File: src/core/ams_map.svh
// register map, field positions, codes and timing constants of the converter mode sequencer
`ifndef AMS_MAP_SVH
`define AMS_MAP_SVH

// register byte offsets
`define AMS_CTRL_OFS 8'h00
`define AMS_STAT_OFS 8'h04
`define AMS_DATA_OFS 8'h08

// control register fields
`define AMS_MODE_LSB 0
`define AMS_CHAN_LSB 4
`define AMS_RATE_LSB 8
`define AMS_DIV18_BIT 12

// status register fields
`define AMS_STAT_FLAG_BIT 0
`define AMS_STAT_BUSY_BIT 1
`define AMS_STAT_LEVEL_LSB 4

// operating mode codes
`define AMS_MODE_SLEEP 2'h0
`define AMS_MODE_SINGLE 2'h1
`define AMS_MODE_SOFT 2'h2
`define AMS_MODE_CONT 2'h3

// converter shape
`define AMS_RES_W 10
`define AMS_CHAN_W 3
`define AMS_TEMP_CHAN 3'h0
`define AMS_FIFO_DEPTH 8
`define AMS_LEVEL_W 4

// continuous-mode divider
`define AMS_DIV_LONG 36
`define AMS_DIV_SHORT 18
`define AMS_RATE_EXP_OFS 2

// timing: clock rate and the allowed sample-rate window
`define AMS_CLK_HZ 200000000
`define AMS_FS_MAX_HZ 32000
`define AMS_FS_MIN_HZ 1000
`define AMS_MIN_PERIOD_CYC ((`AMS_CLK_HZ + `AMS_FS_MAX_HZ - 1) / `AMS_FS_MAX_HZ)
`define AMS_MAX_PERIOD_CYC (`AMS_CLK_HZ / `AMS_FS_MIN_HZ)

`endif

File: src/core/ams_pkg.sv
// types shared by the converter mode sequencer
`include "ams_map.svh"
package ams_pkg;

    // sequencer state
    typedef enum logic {
        AMS_IDLE,
        AMS_BUSY
    } ams_seq_t;

    // state of the top module, apart from the fifo and the gap_q / gap_arm rate-check helper
    typedef struct packed {
        ams_seq_t state;
        logic [1:0] mode;
        logic [`AMS_CHAN_W-1:0] chan;
        logic [3:0] rate;
        logic div18;
        logic [23:0] cnt;
        logic tick;
        logic start;
        logic [`AMS_CHAN_W-1:0] chan_cv;
        logic pwr;
        logic temp_en;
        logic irq;
        logic ap;
        logic [7:0] a_addr;
        logic a_wr;
        logic hready;
        logic hresp;
        logic [31:0] hrdata;
    } ams_top_state_t;

endpackage : ams_pkg

File: src/core/ams_fifo.sv
// result fifo with valid/ready on both sides
`timescale 1ns/1ps
`default_nettype none
module ams_fifo #(
    parameter int W = 10,
    parameter int D = 8
) (
    // clock and reset
    input wire logic clk,
    input wire logic rst_b,
    // fill side
    input wire logic in_valid,
    input wire logic [W-1:0] in_data,
    output logic in_ready,
    // drain side
    output logic out_valid,
    output logic [W-1:0] out_data,
    input wire logic out_ready,
    // fill level
    output logic [$clog2(D+1)-1:0] count
);
    localparam int AW = $clog2(D);
    localparam int CW = $clog2(D+1);

    typedef struct packed {
        logic [D-1:0][W-1:0] mem;
        logic [AW-1:0] wp;
        logic [AW-1:0] rp;
        logic [CW-1:0] cnt;
    } ams_fifo_state_t;

    ams_fifo_state_t s_r;
    ams_fifo_state_t s_nxt;
    logic do_in;
    logic do_out;

    // honest flags straight from the count
    assign in_ready = (s_r.cnt != CW'(D));
    assign out_valid = (s_r.cnt != '0);
    assign out_data = s_r.mem[s_r.rp];
    assign count = s_r.cnt;
    assign do_in = in_valid & in_ready;
    assign do_out = out_valid & out_ready;

    // pointer wrap written out so depths that are not powers of two still work
    always_comb begin
        s_nxt = s_r;
        if (do_in) begin
            s_nxt.mem[s_r.wp] = in_data;
            s_nxt.wp = (s_r.wp == AW'(D-1)) ? '0 : s_r.wp + AW'(1);
        end
        if (do_out) begin
            s_nxt.rp = (s_r.rp == AW'(D-1)) ? '0 : s_r.rp + AW'(1);
        end
        s_nxt.cnt = s_r.cnt + CW'(do_in) - CW'(do_out);
    end

    // state register
    always_ff @(posedge clk or negedge rst_b) begin
        if (!rst_b) begin
            s_r <= '0;
        end else begin
            s_r <= s_nxt;
        end
    end

endmodule : ams_fifo
`default_nettype wire

File: src/core/ams_top.sv
// converter mode sequencer: ahb-lite registers, mode control, rate divider and result fifo
//
// Local design decisions: the AHB-Lite register port and the address map.
`timescale 1ns/1ps
`default_nettype none
`include "ams_map.svh"
module ams_top #(
    parameter int MIN_PERIOD = `AMS_MIN_PERIOD_CYC,
    parameter int MAX_PERIOD = `AMS_MAX_PERIOD_CYC
) (
    // clock and reset
    input wire logic CLOCK,
    input wire logic RST_B,
    // ahb-lite slave
    input wire logic HSEL,
    input wire logic [31:0] HADDR,
    input wire logic [1:0] HTRANS,
    input wire logic HWRITE,
    input wire logic [2:0] HSIZE,
    input wire logic [31:0] HWDATA,
    input wire logic HREADY,
    output logic HREADYOUT,
    output logic HRESP,
    output logic [31:0] HRDATA,
    // analog converter core
    input wire logic CONV_DONE,
    input wire logic [`AMS_RES_W-1:0] CONV_RESULT,
    output logic CONV_PWR_ON,
    output logic CONV_START,
    output logic [`AMS_CHAN_W-1:0] CONV_CHAN,
    output logic TEMP_SENSE_EN,
    // to the interrupt control unit
    output logic ADC_IRQ
);
    ams_pkg::ams_top_state_t s_r;
    ams_pkg::ams_top_state_t s_nxt;

    logic accept;
    logic wr_ctrl;
    logic rd_data;
    logic push;
    logic pop;
    logic abort;
    logic go;
    logic [1:0] new_mode;
    logic [23:0] period_raw;
    logic [23:0] period;
    logic fifo_ir;
    logic fifo_ov;
    logic [`AMS_RES_W-1:0] fifo_od;
    logic [`AMS_LEVEL_W-1:0] fifo_cnt;

    // outputs come straight from the state register
    assign HREADYOUT = s_r.hready;
    assign HRESP = s_r.hresp;
    assign HRDATA = s_r.hrdata;
    assign CONV_PWR_ON = s_r.pwr;
    assign CONV_START = s_r.start;
    assign CONV_CHAN = s_r.chan_cv;
    assign TEMP_SENSE_EN = s_r.temp_en;
    assign ADC_IRQ = s_r.irq;

    // bus decode; the data phase is the cycle after an accepted address phase
    assign accept = HSEL & HREADY & HTRANS[1];
    assign wr_ctrl = s_r.ap & s_r.a_wr & (s_r.a_addr == `AMS_CTRL_OFS);
    assign rd_data = s_r.ap & ~s_r.a_wr & (s_r.a_addr == `AMS_DATA_OFS);
    assign new_mode = HWDATA[`AMS_MODE_LSB +: 2];

    // reading the result pops it, which is what clears the completion flag
    assign pop = rd_data & fifo_ov;
    // room is checked before each start, so a finished result always fits
    assign push = (s_r.state == ams_pkg::AMS_BUSY) & CONV_DONE & fifo_ir;
    assign abort = wr_ctrl & (new_mode == `AMS_MODE_SLEEP) & (s_r.state == ams_pkg::AMS_BUSY);

    // start condition per mode
    assign go = (s_r.mode == `AMS_MODE_SINGLE)
        | ((s_r.mode == `AMS_MODE_SOFT) & ~fifo_ov)
        | ((s_r.mode == `AMS_MODE_CONT) & s_r.tick);

    // sample period = (36 or 18) << (rate + 2), clamped to the 1 kHz .. 32 kHz window
    assign period_raw = (s_r.div18 ? 24'(`AMS_DIV_SHORT) : 24'(`AMS_DIV_LONG))
        << (5'(s_r.rate) + 5'(`AMS_RATE_EXP_OFS));
    assign period = (period_raw < 24'(MIN_PERIOD)) ? 24'(MIN_PERIOD)
        : (period_raw > 24'(MAX_PERIOD)) ? 24'(MAX_PERIOD) : period_raw;

    // result buffer; a full buffer stalls the sequencer rather than losing samples
    ams_fifo #(
        .W(`AMS_RES_W),
        .D(`AMS_FIFO_DEPTH)
    ) u_fifo (
        .clk(CLOCK),
        .rst_b(RST_B),
        .in_valid(push),
        .in_data(CONV_RESULT),
        .in_ready(fifo_ir),
        .out_valid(fifo_ov),
        .out_data(fifo_od),
        .out_ready(pop),
        .count(fifo_cnt)
    );

    // next-state logic
    always_comb begin
        s_nxt = s_r;
        s_nxt.start = 1'b0;
        s_nxt.ap = 1'b0;
        s_nxt.hready = 1'b1;
        // one wait state on every transfer so read data can come from a flop
        if (accept) begin
            s_nxt.ap = 1'b1;
            s_nxt.hready = 1'b0;
            s_nxt.a_addr = HADDR[7:0];
            s_nxt.a_wr = HWRITE;
        end
        if (s_r.ap && !s_r.a_wr) begin
            s_nxt.hrdata = 32'h0;
            unique case (s_r.a_addr)
                `AMS_CTRL_OFS: begin
                    s_nxt.hrdata[`AMS_MODE_LSB +: 2] = s_r.mode;
                    s_nxt.hrdata[`AMS_CHAN_LSB +: `AMS_CHAN_W] = s_r.chan;
                    s_nxt.hrdata[`AMS_RATE_LSB +: 4] = s_r.rate;
                    s_nxt.hrdata[`AMS_DIV18_BIT] = s_r.div18;
                end
                `AMS_STAT_OFS: begin
                    s_nxt.hrdata[`AMS_STAT_FLAG_BIT] = fifo_ov;
                    s_nxt.hrdata[`AMS_STAT_BUSY_BIT] = (s_r.state == ams_pkg::AMS_BUSY);
                    s_nxt.hrdata[`AMS_STAT_LEVEL_LSB +: `AMS_LEVEL_W] = fifo_cnt;
                end
                `AMS_DATA_OFS: begin
                    s_nxt.hrdata[`AMS_RES_W-1:0] = fifo_ov ? fifo_od : '0;
                end
                default: begin
                    s_nxt.hrdata = 32'h0;
                end
            endcase
        end
        // continuous-mode sample tick; held until the sequencer can use it
        if (s_r.mode == `AMS_MODE_CONT) begin
            if (s_r.cnt >= period - 24'd1) begin
                s_nxt.cnt = 24'h0;
                s_nxt.tick = 1'b1;
            end else begin
                s_nxt.cnt = s_r.cnt + 24'd1;
            end
        end else begin
            s_nxt.cnt = 24'h0;
            s_nxt.tick = 1'b0;
        end
        // sequencer
        unique case (s_r.state)
            ams_pkg::AMS_IDLE: begin
                if (go && fifo_ir) begin
                    s_nxt.state = ams_pkg::AMS_BUSY;
                    s_nxt.start = 1'b1;
                    s_nxt.chan_cv = s_r.chan;
                    s_nxt.tick = 1'b0;
                end
            end
            ams_pkg::AMS_BUSY: begin
                if (push) begin
                    s_nxt.state = ams_pkg::AMS_IDLE;
                    if (s_r.mode == `AMS_MODE_SINGLE) begin
                        s_nxt.mode = `AMS_MODE_SLEEP;
                    end
                end
            end
        endcase
        // software write comes last so it wins over the automatic return to sleep
        if (wr_ctrl) begin
            s_nxt.mode = new_mode;
            s_nxt.chan = HWDATA[`AMS_CHAN_LSB +: `AMS_CHAN_W];
            s_nxt.rate = HWDATA[`AMS_RATE_LSB +: 4];
            s_nxt.div18 = HWDATA[`AMS_DIV18_BIT];
        end
        if (abort) begin
            s_nxt.state = ams_pkg::AMS_IDLE;
        end
        // sleep powers the core down at once; channel 0 also powers the sensor
        s_nxt.pwr = (s_nxt.mode != `AMS_MODE_SLEEP);
        s_nxt.temp_en = s_nxt.pwr & (s_nxt.chan_cv == `AMS_TEMP_CHAN);
        // flag is simply "a result is waiting"; a push in the pop cycle keeps it set
        s_nxt.irq = fifo_ov;
    end

    // state register
    always_ff @(posedge CLOCK or negedge RST_B) begin
        if (!RST_B) begin
            s_r <= '0;
            s_r.hready <= 1'b1;
        end else begin
            s_r <= s_nxt;
        end
    end

    // helper: cycles since the last start, for the sample-rate check
    logic [23:0] gap_q;
    logic gap_arm;
    always_ff @(posedge CLOCK or negedge RST_B) begin
        if (!RST_B) begin
            gap_q <= 24'h0;
            gap_arm <= 1'b0;
        end else begin
            gap_q <= CONV_START ? 24'h0 : gap_q + 24'd1;
            gap_arm <= (s_r.mode == `AMS_MODE_CONT) & (gap_arm | CONV_START);
        end
    end

    property p_sleep_quiet;
        @(posedge CLOCK) disable iff (!RST_B)
        (s_r.mode == `AMS_MODE_SLEEP) && (s_r.state == ams_pkg::AMS_IDLE) |=> !CONV_START;
    endproperty
    a_sleep_quiet: assert property (p_sleep_quiet) else $error("start issued in sleep");

    property p_sleep_power;
        @(posedge CLOCK) disable iff (!RST_B)
        $rose(s_r.mode == `AMS_MODE_SLEEP) |-> !CONV_PWR_ON && !TEMP_SENSE_EN;
    endproperty
    a_sleep_power: assert property (p_sleep_power) else $error("core powered in sleep");

    property p_single_back;
        @(posedge CLOCK) disable iff (!RST_B)
        push && (s_r.mode == `AMS_MODE_SINGLE) && !wr_ctrl |=> (s_r.mode == `AMS_MODE_SLEEP) ##1 !CONV_START;
    endproperty
    a_single_back: assert property (p_single_back) else $error("single mode did not return to sleep");

    property p_flag_set;
        @(posedge CLOCK) disable iff (!RST_B)
        push && !pop |=> fifo_ov ##1 (ADC_IRQ || $past(pop));
    endproperty
    a_flag_set: assert property (p_flag_set) else $error("completion flag not raised");

    property p_soft_wait;
        @(posedge CLOCK) disable iff (!RST_B)
        CONV_START && (s_r.mode == `AMS_MODE_SOFT) |-> !$past(fifo_ov);
    endproperty
    a_soft_wait: assert property (p_soft_wait) else $error("software mode restarted before read");

    property p_read_clears;
        @(posedge CLOCK) disable iff (!RST_B)
        pop && !push |=> fifo_cnt == $past(fifo_cnt) - 4'd1;
    endproperty
    a_read_clears: assert property (p_read_clears) else $error("result read did not pop");

    property p_rate;
        @(posedge CLOCK) disable iff (!RST_B)
        CONV_START && gap_arm && (s_r.mode == `AMS_MODE_CONT) |-> gap_q >= 24'(MIN_PERIOD - 1);
    endproperty
    a_rate: assert property (p_rate) else $error("sample rate above ceiling");

    property p_temp;
        @(posedge CLOCK) disable iff (!RST_B)
        CONV_START && (CONV_CHAN == `AMS_TEMP_CHAN) |-> TEMP_SENSE_EN;
    endproperty
    a_temp: assert property (p_temp) else $error("temperature sensor not enabled");

    property p_abort;
        @(posedge CLOCK) disable iff (!RST_B)
        // a result landing in the abort cycle is kept, so that cycle is left out here
        abort && !push |=> (s_r.state == ams_pkg::AMS_IDLE) && !CONV_PWR_ON
            && (fifo_cnt == $past(fifo_cnt) - 4'($past(pop)));
    endproperty
    a_abort: assert property (p_abort) else $error("sleep write did not abort");

    property p_bus_wait;
        @(posedge CLOCK) disable iff (!RST_B)
        accept |=> !HREADYOUT ##1 HREADYOUT;
    endproperty
    a_bus_wait: assert property (p_bus_wait) else $error("bus answer timing wrong");

endmodule : ams_top
`default_nettype wire

File: config.mk
export PLATFORM = sky130hd
export DESIGN_NAME = ams_top
export DESIGN_NICKNAME = d
export VERILOG_FILES = /design/src/core/ams_pkg.sv /design/src/core/ams_fifo.sv /design/src/core/ams_top.sv
export VERILOG_INCLUDE_DIRS = /design/src /design/src/core
export SDC_FILE = /design/constraint.sdc
export NUM_CORES = 1
export LEC_CHECK = 0
export ABC_AREA = 1
export BUFFER_PORTS_ARGS = -buffer_cell sky130_fd_sc_hd__buf_2
export CORE_ASPECT_RATIO = 1.25
export CORE_MARGIN = 5
export CORE_UTILIZATION = 46
export CTS_CLUSTER_DIAMETER = 80
export DETAILED_ROUTE_END_ITERATION = 6
export HOLD_SLACK_MARGIN = 0.05
export PLACE_DENSITY = 0.67
export SLEW_MARGIN = 20
export SYNTH_ARGS = -nofsm -noshare
export SYNTH_HDL_FRONTEND = slang
export SYNTH_SLANG_ARGS = --single-unit
File: constraint.sdc
create_clock -name CLOCK -period 4.1 [get_ports CLOCK]
set_clock_uncertainty 0.15 [all_clocks]
set_input_delay 0.205 -clock CLOCK [delete_from_list [all_inputs] [get_ports CLOCK]]
set_output_delay 0.205 -clock CLOCK [all_outputs]
set_load 0.01 [all_outputs]
# After elaboration in Yosys (flattened, before gate mapping)

Index checks and enable logic that the tools add are counted.

Output and inout port bits: 41
Register bits after elaboration: 157
Input port bits: 85

Eq/ne operators: 8
Bitwise gates (word level): 21
Shift operators: 1
$add $sub $neg: 7
$lt $le $gt $ge: 6
Mux-type cells: 30
Reductions and logical operators: 9

Operators by type and width:

| kind                                                         | number |
|---|---|
| bitwise mux 80 bit                                           | 1 |
| two-way mux 24 bit                                           | 3 |
| two-way mux 10 bit                                           | 4 |
| binary-select mux 10 bit (select 3 bit)                      | 1 |
| demux 10 bit (select 3 bit)                                  | 1 |
| two-way mux 25 bit                                           | 1 |
| adder 24 x 1 -> 24 bit, second input constant                | 1 |
| greater-or-equal comparator 24 bit                           | 1 |
| > comparator 24 x 18 -> 1 bit, second input constant         | 1 |
| less-than comparator 24 x 13 -> 1 bit, second input constant | 1 |
| left shift 6 x 5 -> 24 bit                                   | 1 |
| subtractor 24 x 1 -> 24 bit, second input constant           | 1 |
| AND 1 bit                                                    | 16 |
| two-way mux 3 bit                                            | 4 |
| two-way mux 11 bit                                           | 1 |
| two-way mux 5 bit                                            | 2 |
| one-hot mux 3 bit (3 select lines)                           | 1 |
| == test 8 x 3 -> 1 bit, second input constant                | 1 |
| == test 8 x 4 -> 1 bit, second input constant                | 1 |
| logical NOT 8 bit                                            | 1 |
| less-than comparator 3 x 4 -> 1 bit, second input constant   | 2 |
| adder 3 x 1 -> 3 bit, second input constant                  | 2 |
| == test 3 bit, second input constant                         | 2 |
| two-way mux 2 bit                                            | 3 |
| 20 further kinds                                             | 29 |

# Longest topological paths before layout

Gate-level depths: netlist of the first run.

Depth after elaboration: 13
Gate-level depth with buffers: 24

# Hierarchy

From an unflattened synthesis of the first run, not the netlist that was laid out.

Cell total of the unflattened synthesis: 1297
Area total of the unflattened synthesis: 9577.9 µm²

By module, submodules not included:

| module   | instances | area an instance (µm²) | cells an instance |
|---|---|---|---|
| ams_fifo | 1         | 5074.9                 | 710 |
| ams_top  | 1         | 4503.1                 | 587 |

# Worst setup path before layout of the first run

No wires, ideal clock.

Kind: register -> register
From: reg s_r[78] in the netlist's numbering
To: reg s_r[68] in the netlist's numbering
Data required time: 3.818 ns
Stages on the path, launching flop included: 24
Path buffers: 3
Arrival time: 3.457 ns
Period minus slack after synthesis: 3.739 ns
Library setup time: 0.132 ns
Path slack: 0.361 ns
Path through: dfrtp_1 -> ha_1 -> buf_2 -> nand3_1 -> nor2_1 -> nor2_1 -> nand2_1 -> nor2_4 -> nand2_2 -> nor2_2 -> nand2_2 -> buf_6 -> ha_1 -> nand3_1 -> inv_1 -> nand3_1 -> nand2_1 -> ha_1 -> nand4_1 -> o221ai_1 -> nand2_1 -> nand3_1 -> clkbuf_1 -> nor2_1

RTL lines:

| element                | line           | source |
|---|---|---|
| start, declared        | ams_top.sv:35  | `ams_pkg::ams_top_state_t s_r;` |
| start signal, assigned | ams_top.sv:191 | `s_r <= s_nxt;` |

==> out/qor.yml, run 1 <==
route:
  drt_iter0_drc: 541
  routedWlPerCell_um: 15.0
  drt_first_pass_iters: 5
  vias_per_cell: 5.31
  drcViolationCount: 0
  drt-total-wl_um: 19900
  via_count: 7053
  ant_nets: 0
synthesis:
  synth_top_family_by_area: "simple AND/OR/NAND/NOR gates"
  synth_edf_count: 0
  ys_async_sr_fraction_pct: 100
  synthCells: 1022
  synthFlopType: "dfrtp_1"
  avgSynthCellArea_um2: 8.34
  yosys.area_share.simple_pct: 22.6
  yosysSeqAreaShare_pct: 46.1
  muxShareOfSynthArea_pct: 1.06
  synth_cell_types: 46
  synth_xor_area_share_pct: 2.16
  synth-adder-area-share_pct: 5.81
  yosys_warnings: 0
  yosys_register_bits: 157
  syn_area_um2: 8520
  synth_compound_area_share_pct: 13.8
sta:
  hold_violations: 0
  fmax_mhz: 271
  slew_headroom_pct: 35.1
  finalSetupViolations: 0
  post-route-period-util_pct: 90.0
  maxSlewViolCount: 0
  period_needed_ps: 3690
  rsz0062_at_grt: "false"
  setup_tns_ps: 0
  tightest_slew_ps: 970
worst_setup_path:
  critical_path_class: "reg2reg"
  crit_path_start_kind: "flip-flop"
  critPathRequiredTime_ps: 4220
  reg2reg_from: "s_r[79]"
  cp_max_fo: 13
  reg2reg_to: "s_r[55]"
  reg2reg_slack_ps: 410
  cp-end-kind: "flip-flop"
  critical_path_arrival_ps: 3810
  reg2reg_depth: 20
global_route:
  grt_pass1_wl_um: 33200
  gr-usage-all-layers_pct: 18.8
  antenna_found_initial: 0
  grt_remaining_overflow: 0
  grt_pass1_vias: 6608
  grt_max_degree: 104
placed_design:
  dp_hpwl_um: 13500
  port_buffers: 55
  gp_congestion: 0.850
clock_tree:
  clockBufferDepth: 2
  worst_skew_pair.late_latency_ps: 430
  cts_buffers: 17
  tritoncts: "yes"
  htree_levels: 4
  cts-root-buf: "clkbuf_16"
  clk_pin_slew_ps: 70
  cts_sinks: 157
  post-cts-setup-buffer-count: 0
hold_path:
  min_from: "CONV_DONE"
  min_to: "s_r[84]"
  hold_path.class: "in2reg"
  min_path_cells: 4
status:
  run_status: "complete, no violations"
finish:
  multi_input_comb_area_um2: 3990
  fillers: 1719
  diodes: 0
  areaGrowthSynthToFinish_pct: 14.4
  ff_latch_area_um2: 3930
  layout-drive-gt1-share_pct: 13.4
  nNetsFinal: 1211
power_and_ir_drop:
  cellLeakagePower_nw: 4.70
  seqPwrFrac_pct: 43.4
  power_mw: 5.47
  clkPwrFrac_pct: 28.6
  vdd_ir_drop_max_v: 0.000340
  intPower_mw: 3.56
  switchingPower_mw: 1.91
  power.density_nw_per_um2: 561
  combPwrFrac_pct: 28.0
  swShare_pct: 35.0
die:
  row_count: 55
  dieWidth_um: 132
  core_area_um2: 18200
  die_y_um: 162
  io_pins: 126
  die_area_um2: 21400
  start_util_pct: 46.9
flow_run:
  cap_violations: 0
==> cells in the final DEF (no fill, tap or decap), types with 4 or more instances in the layout <==
cell / count
nor2_2: 9
buf_2: 54
dfrtp_1: 156
clkbuf_16: 17
a31oi_1: 6
o211ai_1: 9
o221ai_1: 12
nand4_1: 27
nand2_1: 201
inv_2: 7
inv_1: 66
o22ai_1: 12
ha_1: 36
buf_4: 9
inv_6: 4
nor2_1: 101
o21ai_1: 4
xor2_1: 13
a21oi_1: 24
nand2_2: 8
conb_1: 27
dlygate4sd3_1: 33
inv_8: 4
nor3_1: 22
nand3_1: 48
or2_2: 6
o21ai_0: 133
xnor2_1: 8
mux2_2: 8
==> cells in the mapped netlist, types with 4 or more instances <==
library cell,n,share of area (%)
nand4_1,27,2.0
o22ai_1,12,0.88
nand2_1,201,8.9
nor2_2,9,0.66
o221ai_1,12,1.2
dfrtp_1,156,46
mux2_2,8,1.1
xnor2_1,8,0.82
o211ai_1,9,0.79
o21ai_0,133,7.8
buf_4,36,3.2
nand2_2,8,0.59
or2_2,6,0.44
ha_1,38,5.6
o21ai_1,4,0.23
nor2_1,101,4.4
nand3_1,48,2.8
inv_1,66,2.9
a21oi_1,24,1.4
inv_2,7,0.31
xor2_1,13,1.3
clkbuf_1,34,1.5
a31oi_1,6,0.44
nor3_1,22,1.3
==> power by group through the flow <==
stage               clock network [mW]  logic (mW)  registers [mW]
finish                            1.56        1.53            2.37
global route                      1.66        1.78            2.44
CTS                               1.59        1.55            2.37
detailed placement                   0        1.50            2.39
global placement                     0        1.45            2.38
floorplan                            0        1.20            2.32
==> per-stage QoR <==
stage	instance area (um2)	std cells	util (%)	worst slack, ps	hold slack [ps]
after floorplan	8620	1047	-	361	-241
after global placement	8810	1263	48.5	196	238
after detailed placement	8810	1263	48.5	146	237
after CTS	9730	1328	53.6	123	56.0
after global routing	9750	1328	53.7	28.2	94.8
final	9750	1328	53.7	408	78.8
==> logic make-up (layout without fill, tap and decap cells) <==
family                   after synthesis  in the layout
AND/OR/NAND/NOR                      435            435
AO/OA/AOI/OAI                        210            210
flip-flops                           157            157
buffers and inverters                150            203
adder cells (fa/ha/maj)               39             39
XOR/XNOR                              21             21
multiplexers                           8              8
other                                  2             27
==> how the worst max path moves through the flow <==
stage | startpoint | endpoint | depth (start not counted)
2_1_floorplan | s_r[78] | s_r[68] | 23
3_3_place_gp | s_r[79] | s_r[53] | 21
3_5_place_dp | s_r[79] | s_r[55] | 20
4_1_cts | s_r[79] | s_r[55] | 20
5_1_grt | s_r[76] | s_r[53] | 21
6_report | s_r[79] | s_r[55] | 20
==> flip-flops by register name (all words and copies together) (netlist names) <==
register,cells
CONV_START,1
CONV_CHAN,3
u_fifo.count,4
s_r,46
CONV_PWR_ON,1
u_fifo.s_r,86
HREADYOUT,1
HRDATA,13
TEMP_SENSE_EN,1
ADC_IRQ,1
==> worst max-delay path: stages (launching register included) <==
cell	delay [ps]
dfrtp_1	470
ha_4	380
inv_1	110
nand2_1	100
nand2_1	90
nor2_2	170
nor2_1	70
nand3_1	80
nand2_1	90
nand2_2	90
ha_2	250
nand3_1	160
o21bai_1	170
nand2_1	70
ha_1	290
nand4_1	110
o221ai_1	230
nand2_1	80
nand3_1	110
buf_4	190
nor3_1	60
==> layer usage <==
layer | up-vias | GRT usage, % | share of wire, %
met5 | - | 0 | 0
met4 | 0 | 5.66 | 1.4
met3 | 20 | 3.78 | 4.0
met2 | 147 | 31.0 | 48
met1 | 3371 | 25.3 | 46
li1 | 3515 | - | -
==> repair_timing <==
item,4_1_cts,5_1_grt
endpoints found under the hold margin,189,0
hold buffers,33,0
resized for setup,0,3
endpoints found under the setup margin,0,25
==> final cells by class <==
class                           count  share of cell area, %
Tap cell                          228                   2.93
Clock inverter                     14                   1.53
Clock buffer                       18                   4.51
Timing Repair Buffer               97                   6.97
Sequential cell                   157                   40.3
Inverter                           74                   2.85
Multi-Input combinational cell    740                   40.9
No activity file was read; power rests on OpenSTA's default activity.
==> run 2, diff against run 1 <==
- CORE_UTILIZATION: 46 -> 55
- PLACE_DENSITY: 0.67 -> 0.77
==> run 2 against run 1 <==
Effect of this change:
- sequential share of layout area shrank 0.15 points
- die area shrank 15%
- global-route usage grew 4.3 points
- total power grew 1.4%
- non-clock buffer count grew 2
- design area grew 0.41%
- critical path depth grew 2
- worst hold slack gained 72 ps
- via count grew 1.3%
- critical path type unchanged
- largest power group unchanged
==> out/qor.yml, run 2 (synthesis results as in run 1) <==
global_route:
  antenna_found_initial: 0  # unchanged
  grt_max_degree: 120  # +15%
  grt_remaining_overflow: 0  # unchanged
  gr-usage-all-layers_pct: 23.2  # +4.3 points
  grt_pass1_vias: 6811  # +3.1%
  grt_pass1_wl_um: 33600  # +1.1%
worst_setup_path:
  cp-end-kind: "flip-flop"
  max_stage_delay_ps: 470  # about the same
  path_common_cell: "nor2_1"
  cp_slowest_cell: "dfrtp_2"
  critical_path_class: "reg2reg"
  crit_path_start_kind: "flip-flop"
  critPathRequiredTime_ps: 4270  # +50 ps
  cp_max_fo: 17  # +4
  worstPathCellList: "ha_4 > inv_1 > nand3_1 > nor2_1 > nor2_1 > nand2_1 > nor2_4 > nand2_2 > nor2_2 > nand2_2 > ha_2 > nand3_1 > xnor2_1 > ha_1 > a21oi_1 > o21a_1 > o221ai_1 > nand2_1 > nand3_1 > buf_4 > nor2_1 > nor2_1"
  critical_path_arrival_ps: 3890  # +80 ps
  reg2reg_depth: 22  # +10%
clock_tree:
  htree_levels: 4  # unchanged
  clockBufferDepth: 2  # unchanged
  cts-root-buf: "clkbuf_16"
  cts_sinks: 157  # unchanged
  clk_pin_slew_ps: 70  # about the same
  cts_buffers: 17  # unchanged
  worst_skew_pair.late_latency_ps: 430  # about the same
  tritoncts: "yes"
finish:
  largest-register: "u_fifo.s_r"
  largest_register_ffs: 86  # unchanged
  layout-drive-gt1-share_pct: 13.9  # +0.52 points
  fillers: 1288  # -25%
  ff_latch_area_um2: 3930  # about the same
  final_common_cell: "nand2_1"
  nNetsFinal: 1213  # +0.17%
  mostFrequentLayoutCells: "nand2_1, dfrtp_1, o21ai_0"
  diodes: 0  # unchanged
  multi_input_comb_area_um2: 4000  # +0.38%
  areaGrowthSynthToFinish_pct: 14.8
die:
  die_y_um: 149  # -8.0%
  start_util_pct: 55.4  # +8.5 points
  io_pins: 126  # unchanged
  core_area_um2: 15400  # -15%
  row_count: 51  # -7.3%
  die_area_um2: 18100  # -15%
  dieWidth_um: 121  # -7.9%
placed_design:
  port_buffers: 55  # unchanged
  dp_hpwl_um: 13200  # -2.3%
  gp_congestion: 0.912  # +7.4%
sta:
  setup_tns_ps: 0  # unchanged
  rsz0062_at_grt: "false"
  maxSlewViolCount: 0  # unchanged
  finalSetupViolations: 0  # unchanged
  hold_slack_ps: 151  # +71.8 ps
  hold_violations: 0  # unchanged
  post-route-period-util_pct: 90.7  # +0.68 points
  period_needed_ps: 3720  # +28.0 ps
  tightest_slew_ps: 954  # -16.2 ps
  slew_headroom_pct: 36.2  # +1.1 points
  fmax_mhz: 269  # -0.75%
hold_path:
  min_path_cells: 4  # unchanged
  hold_path.class: "in2reg"
route:
  drcViolationCount: 0  # unchanged
  drt-total-wl_um: 19800  # -0.91%
  via_count: 7147  # +1.3%
  drt_iter0_drc: 601  # +11%
  ant_nets: 0  # unchanged
  drt_first_pass_iters: 5  # unchanged
  routedWlPerCell_um: 15.0  # +0.15%
  vias_per_cell: 5.44  # +2.4%
status:
  run_status: "complete, no violations"
power_and_ir_drop:
  vdd_ir_drop_max_v: 0.000363  # +6.6%
  power.density_nw_per_um2: 567  # +0.99%
  cellLeakagePower_nw: 4.72  # +0.31%
flow_run:
  cap_violations: 0  # unchanged
-- run 2: changes by cell type in the layout (fill, tap and decap cells not counted), moves of 2 or more --
cell	before	now
nor2_1	101	98
clkinv_4	3	1
nor2_2	9	12
dlygate4sd3_1	33	35
o21ai_2	2	4
o21ai_1	4	2
inv_6	4	6
-- run 2: layer usage --
| layer | track usage, % | share of wire (%) |
|---|---|---|
| met1 | 31.3 | 44 |
| met2 | 37.6 | 49 |
| met3 | 4.70 | 5.1 |
| met4 | 7.68 | 1.7 |
| met5 | 0 | 0 |
-- run 2: final timing paths --
check	startpoint	end	slack, ps
min reg2reg	u_fifo.s_r[68]	u_fifo.s_r[68]	330
min in group asynchronous	RST_B	u_fifo.s_r[41]	340
max reg2reg	s_r[79]	s_r[51]	380
min	HTRANS[1]	s_r[34]	150
max in group asynchronous	RST_B	u_fifo.s_r[27]	2600
max	s_r[79]	s_r[51]	380
-- run 2: layout make-up --
| cell class | instances | area share [%] |
|---|---|---|
| Inverter | 74 | 2.84 |
| Sequential cell | 157 | 40.2 |
| Tap cell | 212 | 2.71 |
| Timing Repair Buffer | 99 | 7.17 |
| Clock inverter | 14 | 1.74 |
| Multi-Input combinational cell | 740 | 40.9 |
| Clock buffer | 18 | 4.49 |
-- run 2: power by group --
group	internal (mW)	total [mW]	switching (mW)
Sequential	2.06	2.38	0.321
Clock	0.937	1.62	0.682
Combinational	0.620	1.55	0.926
-- run 2: what timing repair did --
item | 4_1_cts | 5_1_grt
setup buffers | 0 | 1
hold endpoints to repair | 211 | 0
resized for setup | 0 | 9
setup endpoints to repair | 0 | 25
hold buffers | 35 | 0
-- run 2: worst max-delay path, delay by kind of cell, from the launching register on --
kind	cells	cell delay (ps)
flops	1	470
simple gates	13	1290
buf+inv	2	310
xor+xnor	1	140
fa+ha+maj	3	830
compound gates	3	430
-- run 2: per-stage QoR --
| stage | setup WS (ps) | total power, mW | util, % | area [um2] | instances |
|---|---|---|---|---|---|
| finish | 380 | 5.55 | 63.6 | 9790 | 1314 |
| global route | 21.5 | 5.95 | 63.6 | 9790 | 1314 |
| CTS | 69.0 | 5.56 | 63.4 | 9750 | 1313 |
| detailed placement | 105 | 3.88 | 57.1 | 8790 | 1246 |
| global placement | 227 | 3.81 | 57.1 | 8790 | 1246 |
| floorplan | 361 | 3.52 | - | 8620 | 1047 |
==> run 3, diff against run 2 <==
- PLACE_DENSITY: 0.77 -> 0.89
==> run 3 against run 2 <==
Effect of this change:
- sequential power is 2% higher
- largest power group unchanged
- critical endpoint is now s_r[56]
- total power increased by 2.2%
- critical path depth grew 2
- worst hold slack lost 48 ps
- largest cell class unchanged
- fmax down 1.6%
==> out/qor.yml, run 3 (synthesis results as in run 1) <==
clock_tree:
  clk_pin_slew_ps: 70  # about the same
  tritoncts: "yes"
  worst_skew_pair.late_latency_ps: 430  # about the same
  cts_buffers: 17  # unchanged
  post-cts-setup-buffer-count: 0  # unchanged
  htree_levels: 4  # unchanged
  clockBufferDepth: 2  # unchanged
  cts_sinks: 157  # unchanged
  cts-root-buf: "clkbuf_16"
finish:
  fillers: 1165  # -9.5%
  multi_input_comb_area_um2: 3990  # -0.38%
  areaGrowthSynthToFinish_pct: 14.3
  nNetsFinal: 1210  # -0.25%
  largest-register: "u_fifo.s_r"
  ff_latch_area_um2: 3930  # unchanged
  layout-drive-gt1-share_pct: 13.4  # -0.51 points
  mostFrequentLayoutCells: "nand2_1, dfrtp_1, o21ai_0"
  largest_register_ffs: 86  # unchanged
  instances_no_fill: 1311  # -0.23%
  diodes: 0  # unchanged
  final_common_cell: "nand2_1"
  design_area_um2: 9740  # -0.45%
die:
  core_area_um2: 15400  # unchanged
  start_util_pct: 55.4  # unchanged
  die_y_um: 149  # unchanged
  io_pins: 126  # unchanged
  die_area_um2: 18100  # unchanged
  row_count: 51  # unchanged
  dieWidth_um: 121  # unchanged
sta:
  rsz0062_at_grt: "false"
  finalSetupViolations: 0  # unchanged
  fmax_mhz: 265  # -1.6%
  setup_tns_ps: 0  # unchanged
  post-route-period-util_pct: 92.2  # +1.5 points
  maxSlewViolCount: 0  # unchanged
  period_needed_ps: 3780  # +60.8 ps
  slew_headroom_pct: 33.4  # -2.8 points
  hold_violations: 0  # unchanged
  tightest_slew_ps: 996  # +42.1 ps
route:
  vias_per_cell: 5.76  # +5.9%
  drt_iter0_drc: 887  # +48%
  drcViolationCount: 0  # unchanged
  via_count: 7551  # +5.7%
  routedWlPerCell_um: 16.7  # +11%
  drt-total-wl_um: 21900  # +11%
  ant_nets: 0  # unchanged
  drt_first_pass_iters: 5  # unchanged
worst_setup_path:
  cp_max_fo: 25  # +8
  cp-end-kind: "flip-flop"
  reg2reg_slack_ps: 320  # -60 ps
  crit_path_start_kind: "flip-flop"
  critical_path_class: "reg2reg"
  critical_path_arrival_ps: 3900  # about the same
  critPathRequiredTime_ps: 4220  # -50 ps
global_route:
  grt_max_degree: 89  # -26%
  grt_pass1_vias: 7614  # +12%
  grt_pass1_wl_um: 36700  # +9.3%
  grt_remaining_overflow: 0  # unchanged
  antenna_found_initial: 0  # unchanged
  gr-usage-all-layers_pct: 25.2  # +2.0 points
power_and_ir_drop:
  cellLeakagePower_nw: 4.71  # -0.21%
  power_mw: 5.67  # +2.2%
  vdd_ir_drop_max_v: 0.000372  # +2.5%
  power.density_nw_per_um2: 582  # +2.7%
hold_path:
  hold_path.class: "in2reg"
placed_design:
  dp.cells: 1247  # +0.080%
  place_area_um2: 8790  # about the same
  dp_hpwl_um: 13600  # +3.2%
  gp_congestion: 0.862  # -5.5%
  port_buffers: 55  # unchanged
status:
  run_status: "complete, no violations"
flow_run:
  cap_violations: 0  # unchanged
run 3: cell count changes in the layout (fill, tap and decap cells not counted), sizes merged:
cell	change
dlygate4sd3	-3
clkinv	+2
inv	-2
buf	+1
bufinv	+1
clkbuf	-1
clkinvlp	-1
run 3: critical path: stages (launching register included):
cell	delay [ps]
dfrtp_1	380
inv_1	90
ha_1	340
nand2_1	110
nor2_1	190
nand3_1	100
o21ai_1	170
nor2_1	70
nand3_1	80
nand2_1	60
nand2_2	90
buf_4	190
inv_2	80
nor2_1	160
o21a_1	140
nand2_1	50
ha_1	290
nand2_1	70
inv_1	60
nand4_1	90
o211ai_1	140
nand3_1	110
nand3_1	100
buf_6	220
nor3_1	80
run 3: stage by stage:
step / hold WS, ps / utilization (%) / setup slack [ps]
global placement: 163 / 57.2 / 203
detailed placement: 166 / 57.2 / 88.7
floorplan: -241 / - / 361
CTS: 82.3 / 63.2 / 63.9
global route: 90.9 / 63.4 / 55.3
finish: 102 / 63.4 / 320
run 3: cell type report:
class                           count  area share, %
Timing Repair Buffer               96           6.91
Tap cell                          212           2.72
Clock buffer                       18           4.40
Sequential cell                   157           40.3
Clock inverter                     14           1.85
Inverter                           74           2.85
Multi-Input combinational cell    740           40.9
run 3: what timing repair did:
| action | 4_1_cts | 5_1_grt |
|---|---|---|
| resized for setup | 0 | 5 |
| endpoints found under the hold margin | 172 | 0 |
| endpoints found under the setup margin | 0 | 25 |
| hold buffers | 32 | 0 |
run 3: routing by layer:
layer | up-vias | global-route usage (%) | part of all wire [%]
li1 | 3508 | - | -
met1 | 3579 | 30.6 | 39
met2 | 381 | 43.2 | 51
met3 | 83 | 5.24 | 6.7
met4 | 0 | 11.2 | 3.4
met5 | - | 0 | 0
run 3: report_power, final:
part | switching, mW | leakage (nW) | internal [mW]
clock | 0.674 | 0.298 | 0.972
combinational | 0.990 | 2.41 | 0.617
sequential | 0.355 | 2.00 | 2.06
run 3: final timing paths:
check / end / startpoint / cells after the start
max in group asynchronous: s_r[79] / RST_B / 3
worst max register to register: s_r[56] / s_r[76] / 24
worst max-delay path: s_r[56] / s_r[76] / 24
worst min-delay path: s_r[86] / CONV_DONE / 4
worst min register to register: HRDATA[10] / HRDATA[10] / 2
min in group asynchronous: u_fifo.s_r[21] / RST_B / 2
